===== config.mk =====
export PLATFORM = sky130hd
export DESIGN_NAME = fcr_regs
export DESIGN_NICKNAME = d
export VERILOG_FILES = /design/src/hdl/fcr_pkg.sv /design/src/hdl/fcr_decode.sv /design/src/hdl/fcr_regs.sv
export VERILOG_INCLUDE_DIRS = /design/src /design/src/hdl
export SDC_FILE = /design/constraint.sdc
export NUM_CORES = 1
export LEC_CHECK = 0
export BUFFER_PORTS_ARGS = -buffer_cell sky130_fd_sc_hd__buf_2
export CAP_MARGIN = 30
export CORE_MARGIN = 2
export CORE_UTILIZATION = 40
export CTS_BUF_LIST = sky130_fd_sc_hd__clkbuf_8 sky130_fd_sc_hd__clkbuf_16
export CTS_CLUSTER_SIZE = 40
export DETAILED_ROUTE_END_ITERATION = 16
export PLACE_DENSITY = 0.69
export RECOVER_POWER = 25
export SYNTH_ARGS = -nofsm -noshare
export SYNTH_HDL_FRONTEND = slang
export SYNTH_HIERARCHICAL = 1
export SYNTH_SLANG_ARGS = --single-unit

===== constraint.sdc =====
create_clock -name CLK -period 6.3 [get_ports CLK]
set_input_delay 1.26 -clock CLK [delete_from_list [all_inputs] [get_ports CLK]]
set_output_delay 1.26 -clock CLK [all_outputs]
set_load 0.02 [all_outputs]

===== src/hdl/fcr_params.svh =====
// register offsets, field positions, reset values and timing counts
// assumes inclusion by the flash controller register block and its command decoder
`ifndef FCR_PARAMS_SVH
`define FCR_PARAMS_SVH

`define FCR_OFS_MODE      8'h00
`define FCR_OFS_COMMAND   8'h04
`define FCR_OFS_STATUS    8'h08
`define FCR_OFS_RESULT    8'h0C

`define FCR_MODE_RESET    32'h0400_0000
`define FCR_STATUS_RESET  32'h0000_0001
`define FCR_MODE_MASK     32'h0501_0F01

`define FCR_MODE_READY_IE 0
`define FCR_MODE_WAIT_LSB 8
`define FCR_MODE_SEQ_CODE_OPT_DISABLE     16
`define FCR_MODE_WIDTH    24
`define FCR_MODE_LOOP     26

`define FCR_KEY_VALUE     8'h5A
`define FCR_CMD_LAST      8'h15

// core busy time of a command, in clock cycles at 10 MHz
`define FCR_OP_TIME_NS    1000
`define FCR_CLK_PERIOD_NS 100
`define FCR_OP_CYCLES     (`FCR_OP_TIME_NS / `FCR_CLK_PERIOD_NS)
// words a multiword result holds before extra reads return zero
`define FCR_RESULT_WORDS  2

`endif


===== src/hdl/fcr_pkg.sv =====
// types shared by the flash controller register block
// assumes fcr_params.svh for the numeric constants
package fcr_pkg;

    typedef enum logic [7:0] {
        FCR_GET_FLASH_INFO    = 8'h00,
        FCR_WRITE_PAGE        = 8'h01,
        FCR_WRITE_PAGE_LOCK   = 8'h02,
        FCR_WIPE_WRITE_PAGE   = 8'h03,
        FCR_WIPE_WRITE_LOCK   = 8'h04,
        FCR_WIPE_ALL          = 8'h05,
        FCR_WIPE_PAGE_GROUP   = 8'h07,
        FCR_SET_LOCK_BIT      = 8'h08,
        FCR_UNLOCK_BIT        = 8'h09,
        FCR_GET_LOCK_BIT      = 8'h0A,
        FCR_SET_NVM_BIT       = 8'h0B,
        FCR_UNSET_NVM_BIT     = 8'h0C,
        FCR_GET_NVM_BIT       = 8'h0D,
        FCR_START_UID_VIEW    = 8'h0E,
        FCR_STOP_UID_VIEW     = 8'h0F,
        FCR_GET_TRIM_BITS     = 8'h10,
        FCR_WIPE_SECTOR       = 8'h11,
        FCR_WRITE_USER_SIG    = 8'h12,
        FCR_WIPE_USER_SIG     = 8'h13,
        FCR_START_SIG_VIEW    = 8'h14,
        FCR_STOP_SIG_VIEW     = 8'h15
    } fcr_cmd_t;

    typedef struct packed {
        logic [7:0]  write_key;
        logic [15:0] command_argument;
        logic [7:0]  command_code;
    } fcr_command_t;

    // decoded command passed to the sequencer
    typedef struct packed {
        logic        start;
        logic [7:0]  code;
        logic [15:0] page;
        logic [5:0]  group_pages;
    } fcr_op_t;

endpackage


===== src/hdl/fcr_decode.sv =====
// command decoder: checks key and code, splits the argument by command
// assumes a single-cycle write strobe qualified by the caller
`timescale 1ns/1ns
`default_nettype none
`include "fcr_params.svh"

module fcr_decode
    import fcr_pkg::*;
(
    // command word
    input  wire logic         cmd_wr,
    input  wire fcr_command_t cmd,
    // result
    output fcr_op_t           op,
    output logic              bad
);

    logic key_ok;
    logic code_ok;

    always_comb begin
        key_ok = (cmd.write_key == `FCR_KEY_VALUE);
        // 0x06 and codes past the last one are invalid
        code_ok = (cmd.command_code <= `FCR_CMD_LAST) && (cmd.command_code != 8'h06);
        op = '0;
        op.code = cmd.command_code;
        op.start = cmd_wr && key_ok && code_ok;
        bad = cmd_wr && !(key_ok && code_ok);
        case (cmd.command_code)
            FCR_WRITE_PAGE, FCR_WRITE_PAGE_LOCK,
            FCR_WIPE_WRITE_PAGE, FCR_WIPE_WRITE_LOCK: begin
                op.page = cmd.command_argument;
            end
            FCR_WIPE_SECTOR, FCR_SET_LOCK_BIT, FCR_UNLOCK_BIT,
            FCR_SET_NVM_BIT, FCR_UNSET_NVM_BIT: begin
                op.page = cmd.command_argument;
            end
            FCR_WIPE_PAGE_GROUP: begin
                // size in [1:0], start page in [15:2] scaled back by four
                op.page = {cmd.command_argument[15:2], 2'b00};
                case (cmd.command_argument[1:0])
                    2'd0: op.group_pages = 6'd4;
                    2'd1: op.group_pages = 6'd8;
                    2'd2: op.group_pages = 6'd16;
                    default: op.group_pages = 6'd32;
                endcase
            end
            default: begin
                op.page = '0;
            end
        endcase
    end

endmodule
`default_nettype wire


===== src/hdl/fcr_regs.sv =====
// register file and command sequencer of the embedded flash controller
// assumes a plain strobe bus: read data valid one cycle after the read strobe
//
// Decided for this implementation: the address-and-strobe port.
`timescale 1ns/1ns
`default_nettype none
`include "fcr_params.svh"

// Behaviour
// - mode register at 0x00 resets to 0x0400_0000; command register at 0x04
// - status at 0x08 reads only, resets to 1 meaning ready
// - result at 0x0C reads only, resets to zero; 0x10 to 0xE4 reserved
// - mode bit 0 enables the ready interrupt when controller turns ready
// - mode bits 11:8 give access cycles minus one; accesses stretched
// - mode bit 16 set disables sequential code optimisation
// - mode bit 24 picks 128-bit reads at 0, 64-bit at 1
// - mode bit 26 set enables loop optimisation
// - command word: key 31:24, argument 23:8, code 7:0
// - codes 0x01 to 0x04 program a page given by the argument
// - 0x05 wipes all, 0x11 wipes the sector holding the argument page
// - 0x07 wipes a page group; size in bits 1:0, start in 15:2
// - 0x08 sets, 0x09 clears, 0x0A reads lock bits
// - 0x0B sets, 0x0C clears, 0x0D reads general nvm bits
// - identifier and user signature view, write and wipe codes decoded
// - command acts only when key equals 0x5A
// - error flag set by bad key or code, cleared by status read or command
// - ready bit falls while busy and rises when a command can start
// - wide results come out one word per successive result read
module fcr_regs
    import fcr_pkg::*;
#(
    parameter int OP_CYCLES = `FCR_OP_CYCLES
)(
    // clock and reset
    input  wire logic        CLK,
    input  wire logic        RESETN,
    // register bus
    input  wire logic [7:0]  ADDR,
    input  wire logic [31:0] WDATA,
    input  wire logic        WR,
    input  wire logic        RD,
    output logic      [31:0] RDATA,
    // flash array side
    input  wire logic        FLASH_ACCESS,
    input  wire logic [63:0] RESULT_DATA,
    input  wire logic        VERIFY_FAIL,
    input  wire logic        LOCKED_HIT,
    output logic             ACCESS_DONE,
    output logic             READ_WIDE,
    output logic             SEQ_OPT_ON,
    output logic             LOOP_OPT_ON,
    output logic             OP_START,
    output logic      [7:0]  OP_CODE,
    output logic      [15:0] OP_PAGE,
    output logic      [5:0]  OP_GROUP,
    output logic             READY_IRQ
);

    logic [31:0]  mode_ff;
    logic         ready_ff;
    logic         cmd_err_ff;
    logic         lock_err_ff;
    logic         flash_err_ff;
    logic [31:0]  busy_cnt_ff;
    logic [63:0]  result_ff;
    logic [1:0]   result_idx_ff;
    logic [3:0]   wait_cnt_ff;
    logic         access_ff;
    logic [31:0]  rdata_ff;
    logic         irq_ff;
    logic         op_start_ff;
    logic [7:0]   op_code_ff;
    logic [15:0]  op_page_ff;
    logic [5:0]   op_group_ff;
    logic         cmd_wr;
    logic         stat_rd;
    logic         res_rd;
    logic         op_go;
    logic         last_cycle;
    fcr_op_t      op;
    logic         bad;
    logic [31:0]  nxt_rdata;
    logic         op_wants_result;

    assign cmd_wr  = WR && (ADDR == `FCR_OFS_COMMAND);
    assign stat_rd = RD && (ADDR == `FCR_OFS_STATUS);
    assign res_rd  = RD && (ADDR == `FCR_OFS_RESULT);

    fcr_decode u_decode (
        .cmd    (fcr_command_t'(WDATA)),
        .cmd_wr (cmd_wr),
        .op     (op),
        .bad    (bad)
    );

    // commands written while busy are dropped; software waits for ready
    assign op_go = op.start && ready_ff;
    assign last_cycle = !ready_ff && (busy_cnt_ff == 32'd1);
    assign op_wants_result = (op_code_ff == FCR_GET_FLASH_INFO) ||
        (op_code_ff == FCR_GET_LOCK_BIT) || (op_code_ff == FCR_GET_NVM_BIT) ||
        (op_code_ff == FCR_GET_TRIM_BITS);

    // mode register
    always_ff @(posedge CLK or negedge RESETN) begin
        if (!RESETN) begin
            mode_ff <= `FCR_MODE_RESET;
        end else if (WR && ADDR == `FCR_OFS_MODE) begin
            mode_ff <= WDATA & `FCR_MODE_MASK;
        end
    end

    // ready and busy sequencing
    always_ff @(posedge CLK or negedge RESETN) begin
        if (!RESETN) begin
            ready_ff    <= 1'b1;
            busy_cnt_ff <= 32'd0;
        end else if (op_go) begin
            ready_ff    <= 1'b0;
            busy_cnt_ff <= 32'(OP_CYCLES);
        end else if (!ready_ff) begin
            busy_cnt_ff <= busy_cnt_ff - 32'd1;
            if (last_cycle) begin
                ready_ff <= 1'b1;
            end
        end
    end

    // ready interrupt: one pulse when busy ends and enable is set
    always_ff @(posedge CLK or negedge RESETN) begin
        if (!RESETN) begin
            irq_ff <= 1'b0;
        end else begin
            irq_ff <= last_cycle && mode_ff[`FCR_MODE_READY_IE];
        end
    end

    // command error: a new bad write wins over the clear
    always_ff @(posedge CLK or negedge RESETN) begin
        if (!RESETN) begin
            cmd_err_ff <= 1'b0;
        end else if (bad) begin
            cmd_err_ff <= 1'b1;
        end else if (stat_rd || cmd_wr) begin
            cmd_err_ff <= 1'b0;
        end
    end

    // lock and verify errors from the array
    always_ff @(posedge CLK or negedge RESETN) begin
        if (!RESETN) begin
            lock_err_ff  <= 1'b0;
            flash_err_ff <= 1'b0;
        end else begin
            if (!ready_ff && LOCKED_HIT) begin
                lock_err_ff <= 1'b1;
            end else if (stat_rd || cmd_wr) begin
                lock_err_ff <= 1'b0;
            end
            if (last_cycle && VERIFY_FAIL) begin
                flash_err_ff <= 1'b1;
            end else if (op_go) begin
                flash_err_ff <= 1'b0;
            end
        end
    end

    // result words: captured at end of a query, stepped by each read until both words are read
    always_ff @(posedge CLK or negedge RESETN) begin
        if (!RESETN) begin
            result_ff     <= 64'h0;
            result_idx_ff <= 2'd0;
        end else if (last_cycle) begin
            result_ff     <= op_wants_result ? RESULT_DATA : 64'h0;
            result_idx_ff <= 2'd0;
        end else if (res_rd && result_idx_ff < 2'(`FCR_RESULT_WORDS)) begin
            result_idx_ff <= result_idx_ff + 2'd1;
        end
    end

    // flash access stretching by wait count
    always_ff @(posedge CLK or negedge RESETN) begin
        if (!RESETN) begin
            wait_cnt_ff <= 4'h0;
            access_ff   <= 1'b0;
        end else if (FLASH_ACCESS && !access_ff) begin
            wait_cnt_ff <= mode_ff[`FCR_MODE_WAIT_LSB +: 4];
            access_ff   <= 1'b1;
        end else if (access_ff) begin
            if (wait_cnt_ff == 4'h0) begin
                access_ff <= 1'b0;
            end else begin
                wait_cnt_ff <= wait_cnt_ff - 4'h1;
            end
        end
    end

    // operation handed to the array
    always_ff @(posedge CLK or negedge RESETN) begin
        if (!RESETN) begin
            op_start_ff <= 1'b0;
            op_code_ff  <= 8'h00;
            op_page_ff  <= 16'h0000;
            op_group_ff <= 6'h00;
        end else begin
            op_start_ff <= op_go;
            if (op_go) begin
                op_code_ff  <= op.code;
                op_page_ff  <= op.page;
                op_group_ff <= op.group_pages;
            end
        end
    end

    // read mux; command and reserved offsets read zero
    always_comb begin
        nxt_rdata = 32'h0;
        case (ADDR)
            `FCR_OFS_MODE:   nxt_rdata = mode_ff;
            `FCR_OFS_STATUS: nxt_rdata = {28'h0, flash_err_ff, lock_err_ff,
                                          cmd_err_ff, ready_ff};
            `FCR_OFS_RESULT: begin
                case (result_idx_ff)
                    2'd0:    nxt_rdata = result_ff[31:0];
                    2'd1:    nxt_rdata = result_ff[63:32];
                    default: nxt_rdata = 32'h0;
                endcase
            end
            default:         nxt_rdata = 32'h0;
        endcase
    end

    always_ff @(posedge CLK or negedge RESETN) begin
        if (!RESETN) begin
            rdata_ff <= 32'h0;
        end else begin
            rdata_ff <= RD ? nxt_rdata : 32'h0;
        end
    end

    // mode outputs registered so they come straight from flops
    always_ff @(posedge CLK or negedge RESETN) begin
        if (!RESETN) begin
            READ_WIDE   <= 1'b1;
            SEQ_OPT_ON  <= 1'b1;
            LOOP_OPT_ON <= 1'b1;
        end else begin
            READ_WIDE   <= !mode_ff[`FCR_MODE_WIDTH];
            SEQ_OPT_ON  <= !mode_ff[`FCR_MODE_SEQ_CODE_OPT_DISABLE];
            LOOP_OPT_ON <= mode_ff[`FCR_MODE_LOOP];
        end
    end

    assign RDATA       = rdata_ff;
    assign ACCESS_DONE = access_ff;
    assign OP_START    = op_start_ff;
    assign OP_CODE     = op_code_ff;
    assign OP_PAGE     = op_page_ff;
    assign OP_GROUP    = op_group_ff;
    assign READY_IRQ   = irq_ff;

endmodule
`default_nettype wire


# Yosys cells after proc, flatten, opt, wreduce, memory -nomap -nowiden
# Index checks and enable logic that the tools add are counted.
[totals]
mem_count = 0
input_bits = 111
register_bits = 182
elab_cells = 110
out_inout_bits = 68
latch_bits = 0
ram_bits = 0
romBits = 0
[op_classes]
eq_ne = 24
div = 0
shifts = 0
n_mux = 25
n_addsub = 3
n_reduce_logical = 37
bitwise_logic = 0
mul = 0
order_cmp = 2
[op_table]
columns = ["op", "n"]
rows = [
  ["two-way mux 32 bit", 3],
  ["one-hot mux 32 bit (3 select lines)", 1],
  ["equality test 8 x 4 -> 1 bit (second input constant)", 8],
  ["two-way mux 64 bit", 1],
  ["one-hot mux 32 bit (2 select lines)", 1],
  ["equality test 32 x 1 -> 1 bit (second input constant)", 1],
  ["one-hot mux 16 bit (2 select lines)", 1],
  ["subtractor 32 x 1 -> 32 bit (second input constant)", 1],
  ["equality test 8 x 3 -> 1 bit (second input constant)", 3],
  ["one-hot mux 6 bit (3 select lines)", 1],
  ["equality test 8 x 2 -> 1 bit (second input constant)", 2],
  ["equality test 8 x 5 -> 1 bit (second input constant)", 2],
  ["logical AND 1 bit", 16],
  ["zero test 8 bit", 2],
  ["two-way mux 4 bit", 3],
  ["two-way mux 1 bit", 11],
  ["nonzero test 2 bit", 5],
  ["OR reduction 9 bit", 1],
  ["equality test 8 x 1 -> 1 bit (second input constant)", 1],
  ["equality test 8 x 7 -> 1 bit (second input constant)", 1],
  ["less-or-equal comparator 8 x 5 -> 1 bit (second input constant)", 1],
  ["inequality test 8 x 3 -> 1 bit (second input constant)", 1],
  ["two-way mux 6 bit", 1],
  ["zero test 1 bit", 5],
  ["12 further kinds", 18],
]

# Logic depth before layout (Yosys ltp)
# Gate-level depths: netlist of run 1.
[logic_depth]
word_depth = 7
mapped_depth = 10
depth_no_buf = 7

# Cells and area by module
# The synthesis of run 1 kept the hierarchy.
[by_module_without_submodules]
columns = ["module", "cells_each", "seq_area_each_um2", "instances", "area_per_inst_um2"]
rows = [
  ["fcr_regs", 718, 4560.6, 1, 7818.7],
  ["fcr_decode", 55, 0.0, 1, 400.4],
]

# Least setup slack after synthesis of run 1
# No wires, ideal clock.
[synth_timing]
path_kind = "in2reg"
start = "in ADDR[5]"
end = "reg op_code_ff[7] (netlist: OP_CODE[7])"
required_ns = 6.175
t_arrival_ns = 3.152
path_slack_ns = 3.023
setup_ns = 0.125
n_path_buf = 1
stages = 8
path_cell_list = "or4_1 > nor4_1 > inv_1 > nor2_1 > nand2_1 > inv_1 > clkbuf_1 > mux2_2"
[synth_rtl]
columns = ["item", "line_no", "rtl"]
rows = [
  ["start: declaration", "fcr_regs.sv:38", "input wire logic [7:0] ADDR,"],
  ["end signal: assignment", "fcr_regs.sv:207", "op_code_ff <= op.code;"],
  ["end: declaration", "fcr_regs.sv:72", "logic [7:0] op_code_ff;"],
]

==> metrics.yaml, run 1 <==
clock_tree:
  post-cts-setup-buffer-count: 0
  cts_buffers: 17
  cts_root_buffer: "clkbuf_16"
  cts_tree: "yes"
  h-tree-depth: 4
  insertion_delay_ps: 430
  hold_buffers: 0
  cts_buffer_depth: 2
  clock_sinks: 182
  clkSlewWorstSetupHoldPaths_ps: 70
  cts_resized: 0
outcome:
  violations: "capacitance limit, slew limit"
  status: "finished with violations"
hold_path:
  hold_path_depth: 0
  min_path_type: "reg -> reg"
  whs_endpoint: "LOOP_OPT_ON$_DFF_PN1_"
  hold_start: "mode_ff[26]$_DFFE_PN1P_"
synthesis:
  synth_seq_cells: 182
  synth_top_area_share_pct: 53.9
  synth_ff_type: "dfrtp_1"
  ys_seq_area_share_pct: 55.5
  synth-edff-count: 0
  syn-instance-count: 773
  synthSimpleGateAreaFrac_pct: 17.5
  avgSynthCellArea_sq_um: 10.6
  synth_top_area_cell: "dfrtp_1"
  synth_top_cells_by_count: "dfrtp_1 (177), nand2_1 (141), nor2_1 (58), o21ai_2 (40), mux2_2 (38)"
  synth_compound_area_share_pct: 14.9
  synthDistinctLibCells: 62
  synthAdderAreaFrac_pct: 0.913
  synth_top_family_by_area: "simple AND/OR/NAND/NOR gates"
  synthXorXnorAreaFrac_pct: 0.533
  synthArstFlopShare_pct: 100
  ys_warn_count: 6
  netlist_area_sq_um: 8220
  synth_area_leaders: "dfrtp_1 (54%), nand2_1 (6.4%), mux2_2 (5.2%), o21ai_2 (4.3%), a22oi_1 (3.0%)"
  muxShareOfSynthArea_pct: 6.30
  synth.most_common_cell: "dfrtp_1"
power_and_ir_drop:
  power.leakage_uw: 0.00504
  cellPowerDensity_nw_per_um2: 252
  ir_worst_vdd_uv: 168
floorplan:
  core.rowCount: 52
  die_w_microns: 147
  die_area_sq_um: 21700
  initial_utilization_pct: 40.8
  coreArea_sq_um: 20200
  ios: 179
  die_h_microns: 147
setup_path:
  r2r_cells: 5
  startpoint_type: "input pin"
  cp_max_fo: 31
  rrSetupSlack_ps: 3060
  crit_path_end_kind: "flip-flop"
  required_ps: 6610
  worst_ep_arrival_time_ps: 4090
  worstPathBufferInverterCount: 4
  cp_slowest_cell: "or4_1"
  worstSetupPathType: "in -> reg"
  r2r-start: "busy_cnt_ff[12]$_DFFE_PN0P_"
  cp.depth: 9
  reg2reg_to: "result_ff[23]$_DFFE_PN0P_"
  critical_path.top_delay_family: "simple AND/OR/NAND/NOR gates"
  worstPathCellList: "buf_2 > or4_1 > nor4_1 > inv_1 > nor2_1 > nand2_1 > inv_1 > buf_4 > mux2_2"
  cpMostUsedCell: "inv_1"
  slowest_delay_ps: 600
grt:
  grt_max_degree: 73
  grt_pass1_vias: 5926
  grt_use_total_pct: 18.1
  grt_first_pass_wirelength_microns: 31200
  antenna_found_initial: 0
  overflow: 0
detailed_routing:
  drc: 0
  ant_nets: 0
  routed-via-count: 6217
  drtIter0Drc: 442
  dr.pass1.iters: 5
  drt_wl_total_microns: 19400
  wl_per_cell_microns: 16.0
  viasPerCell: 5.13
place:
  dp_hpwl_microns: 13200
  placed_area_sq_um: 9260
  port_buffers: 178
  dp_cells: 1178
  globalplace.congestion: 0.802
layout:
  finalCoreUtilization_pct: 48.8
  layout.cells.non_filler: 1212
  syn_to_final_growth_pct: 19.7
  drive_gt1_share_pct: 35.6
  nNetsFinal: 1044
  stdcell_area_sq_um: 9840
sta:
  relSlewSlack_pct: -74.6
  post-route-min-period_ps: 3780
  finalSetupTns_ps: 0
  worst_pin_slew_ps: 2620
  setup_viol: 0
  clock.fmax_mhz: 265
  period_share_pct: 60.0
  hold_viol: 0
  slew_viol_final: 51
  fin_skew_ps: 9.43
  rsz0062_at_grt: "false"
job:
  cap_violations: 1
[worst reg2reg max path, stage by stage, from the launching register on]
cell and delay (ps):
dfrtp_1 400, or4_1 620, nor3_1 580, nand2_1 270, or4_4 950, o21ai_0 340
[metal layers]
| layer | share of wire [%] | vias to the layer above | GRT usage, % |
|---|---|---|---|
| met5 | 0 | - | 0 |
| met4 | 1.8 | 0 | 5.87 |
| met3 | 4.6 | 24 | 3.26 |
| met2 | 46 | 164 | 28.0 |
| met1 | 47 | 3030 | 26.0 |
| li1 | - | 2999 | - |
[cell families (layout without fill, tap and decap cells)]
logic type,after synthesis,in the layout
other cells,1,4
mux,47,47
compound gates,165,165
xor+xnor,5,5
fa+ha+maj,6,6
flops,182,182
buf+inv,69,235
simple gates,298,298
[through the flow]
| step | setup WS [ps] | power [uW] | hold WS [ps] |
|---|---|---|---|
| floorplan | 3020 | 1350 | 359 |
| CTS | 2530 | 2500 | 398 |
| global placement | 2060 | 1440 | 388 |
| finish | 2520 | 2480 | 420 |
| detailed placement | 2060 | 1450 | 386 |
| global route | 1880 | 2580 | 434 |
[flip-flops by register name (all words and copies together), names as in the netlist]
signal / count
result_idx_ff: 2
READ_WIDE: 1
result_ff: 64
OP_CODE: 8
OP_START: 1
busy_cnt_ff: 32
flash_err_ff: 1
lock_err_ff: 1
ACCESS_DONE: 1
OP_PAGE: 16
cmd_err_ff: 1
RDATA: 32
ready_ff: 1
mode_ff: 8
READY_IRQ: 1
OP_GROUP: 6
wait_cnt_ff: 4
LOOP_OPT_ON: 1
SEQ_OPT_ON: 1
[power by group]
| part | switching (uW) | internal [uW] | leakage (uW) |
|---|---|---|---|
| combinational | 123 | 89.6 | 0.00265 |
| sequential | 21.0 | 1190 | 0.00210 |
| clock | 468 | 584 | 0.000290 |
[area by class of cell]
type                    count  area [sq um]
flip-flops and latches    182          4560
clock inverters            12           119
repair buffers            187           982
inverters                  16          60.1
well taps                 270           338
multi-input cells         523          3310
clock buffers              20           467
fillers                  1910         10300
diodes                      2          5.00
[layout by cell type (no fill, tap or decap), types with 10 or more instances in the layout]
master	instances
clkbuf_16	17
o21ai_2	40
buf_2	176
nand2_1	141
nor3_1	12
inv_1	16
a22oi_1	33
a21oi_1	14
o21ai_0	28
dfrtp_1	177
nand3_1	13
and2_4	10
nor2_1	58
mux2_2	38
[how the worst max path moves through the flow]
| stage | from | to | slack, ps |
|---|---|---|---|
| CTS | ADDR[4] | OP_PAGE[1]$_DFFE_PN0P_ | 2530 |
| finish | ADDR[4] | OP_PAGE[4]$_DFFE_PN0P_ | 2520 |
| detailed placement | ADDR[4] | OP_PAGE[1]$_DFFE_PN0P_ | 2060 |
| floorplan | ADDR[5] | OP_CODE[7]$_DFFE_PN0P_ | 3020 |
| global placement | ADDR[4] | OP_GROUP[2]$_DFFE_PN0P_ | 2060 |
| global route | RESETN | wait_cnt_ff[1]$_DFFE_PN0P_ | 1880 |
Note: power is estimated with default switching activity, not from simulation.
==> run 2, diff against run 1 <==
- ABC_AREA: unset -> 1
- PLACE_DENSITY: 0.69 -> 0.68
- clock period: 6.3 -> 3.5 ns (I/O delays scaled with it)
==> run 2 against run 1 <==
  * The flow still finishes with violations (capacitance limit, slew limit)
  * Die area is 14% higher
  * Hold slack worse by 27 ps
  * Cell count is 43% higher
  * Sequential share of layout area is 4.7 points lower
  * Critical path depth is 2 higher
  * Global-route usage is 2.0 points higher
  * Non-clock buffer count is 4 higher
  * Critical endpoint is now OP_CODE[1]$_DFFE_PN0P_
==> metrics.yaml, run 2 <==
outcome:
  status: "finished with violations"
  violations: "capacitance limit, slew limit"
clock_tree:
  cts_buffer_depth: 2
  clkSlewWorstSetupHoldPaths_ps: 80
  cts_tree: "yes"
  cts_buffers: 17
  cts_root_buffer: "clkbuf_16"
  insertion_delay_ps: 430
  post-cts-setup-buffer-count: 0
  cts_resized: 0
  hold_buffers: 0
  clock_sinks: 182
  h-tree-depth: 4
floorplan:
  initial_utilization_pct: 40.3
  die_w_microns: 157
  ios: 179
  coreArea_sq_um: 23300
  die_h_microns: 157
  core.rowCount: 56
  die_area_sq_um: 24700
sta:
  finalWorstSetupSlack_ps: 1250
  rsz0062_at_grt: "false"
  clock.fmax_mhz: 445
  finalSetupTns_ps: 0
  period_share_pct: 64.2
  setup_viol: 0
  worst_pin_slew_ps: 2020
  whs_ps: 392
  fin_skew_ps: 13.5
  hold_viol: 0
  relSlewSlack_pct: -34.4
  post-route-min-period_ps: 2250
  slew_viol_final: 77
layout:
  layout.cells.non_filler: 1737
  nNetsFinal: 1522
  fill_cells: 2359
  syn_to_final_growth_pct: 16.8
  drive_gt1_share_pct: 18.7
  stdcell_area_sq_um: 10900
  final_cell_mix: "nand2_1 (428), dfrtp_1 (177), buf_2 (177)"
  final_common_cell: "nand2_1"
  antenna_cells: 0
  largest_reg_flops: 64
  regMostFlops: "result_ff"
synthesis:
  synthXorXnorAreaFrac_pct: 0.0935
  synthArstFlopShare_pct: 100
  synth_top_cells_by_count: "nand2_1 (429), dfrtp_1 (177), nor2_1 (150), nand3_1 (144), inv_1 (138)"
  synth_top_area_share_pct: 47.3
  synth_seq_cells: 182
  synthAdderAreaFrac_pct: 0.801
  synth_top_family_by_area: "simple AND/OR/NAND/NOR gates"
  synth_top_area_cell: "dfrtp_1"
  ys_warn_count: 6
  avgSynthCellArea_sq_um: 7.47
  synth_area_leaders: "dfrtp_1 (47%), nand2_1 (17%), nand3_1 (7.7%), nor2_1 (6.0%), inv_1 (5.5%)"
  netlist_area_sq_um: 9370
  synthSimpleGateAreaFrac_pct: 35.1
  synthDistinctLibCells: 37
  synth_ff_type: "dfrtp_1"
  syn-instance-count: 1255
  muxShareOfSynthArea_pct: 0
  ys_seq_area_share_pct: 48.7
  synth.most_common_cell: "nand2_1"
  synth-edff-count: 0
  synth_compound_area_share_pct: 4.93
power_and_ir_drop:
  power.leakage_uw: 0.00572
  ir_worst_vdd_uv: 272
  cellPowerDensity_nw_per_um2: 399
setup_path:
  worstPathCellList: "buf_2 > inv_1 > nor2_1 > inv_1 > nor4_1 > inv_1 > nor3_1 > nand2_1 > inv_2 > buf_4 > o21ai_0"
  worstPathBufferInverterCount: 6
  critical_path.top_delay_family: "buffers and inverters"
  cpMostUsedCell: "inv_1"
  startpoint_type: "input pin"
  worstSetupPathType: "in -> reg"
  worst_ep_arrival_time_ps: 2550
  cp_max_fo: 35
  cp_slowest_cell: "buf_4"
  required_ps: 3800
  crit_path_end_kind: "flip-flop"
  slowest_delay_ps: 370
grt:
  overflow: 0
  grt_first_pass_wirelength_microns: 39700
  antenna_found_initial: 0
  grt_max_degree: 79
  grt_pass1_vias: 8069
  grt_use_total_pct: 20.1
place:
  dp_cells: 1705
  placed_area_sq_um: 10400
  dp_hpwl_microns: 17000
  dp_slack_ps: 802
  port_buffers: 178
  globalplace.congestion: 0.948
detailed_routing:
  drc: 0
  drt_wl_total_microns: 24400
  ant_nets: 0
  viasPerCell: 4.88
  dr.pass1.iters: 5
  wl_per_cell_microns: 14.0
  routed-via-count: 8477
  drtIter0Drc: 554
job:
  cap_violations: 1
hold_path:
  min_path_type: "reg -> reg"
==> run 2: layer usage <==
metal / wire length, microns / track usage [%] / vias up
li1: - / - / 4178
met1: 11300 / 28.0 / 3949
met2: 10900 / 32.1 / 318
met3: 1600 / 3.19 / 32
met4: 593 / 7.01 / 0
met5: 0 / 0 / -
==> run 2: worst paths after layout <==
path                                       startpoint                         to  slack (ps)  depth (start not counted)
setup / recovery                              ADDR[2]     OP_CODE[1]$_DFFE_PN0P_        1250                         11
hold / removal                mode_ff[26]$_DFFE_PN1P_      LOOP_OPT_ON$_DFF_PN1_         390                          0
setup reg to reg           busy_cnt_ff[1]$_DFFE_PN0P_  result_ff[52]$_DFFE_PN0P_        1330                          8
hold reg to reg               mode_ff[26]$_DFFE_PN1P_      LOOP_OPT_ON$_DFF_PN1_         390                          0
max in group asynchronous                      RESETN     mode_ff[0]$_DFFE_PN0P_        1410                          2
min in group asynchronous                      RESETN        RDATA[15]$_DFF_PN0_         840                          1
==> run 2: stage by stage <==
stage               utilization (%)  total power, uW
floorplan                         -             2380
global placement               44.6             2530
detailed placement             44.6             2540
CTS                            47.1             4420
global route                   47.0             4540
finish                         47.0             4370
==> run 2: power by group <==
group / switching [uW] / internal (uW)
sequential: 18.1 / 2140
clock: 908 / 964
combinational: 214 / 123
total: 1140 / 3230
==> run 2: layout make-up <==
class | instances | area [sq um] | area share, %
well taps | 319 | 399 | 3.65
flip-flops and latches | 182 | 4560 | 41.7
clock inverters | 14 | 135 | 1.24
inverters | 143 | 537 | 4.91
multi-input cells | 870 | 3860 | 35.3
clock buffers | 18 | 439 | 4.01
repair buffers | 191 | 1010 | 9.26
==> run 2: cells by family after synthesis <==
family,Yosys count
flip-flops,182
buffers and inverters,204
AO/OA/AOI/OAI,84
adder cells (fa/ha/maj),6
XOR/XNOR,1
AND/OR/NAND/NOR,777
other,1
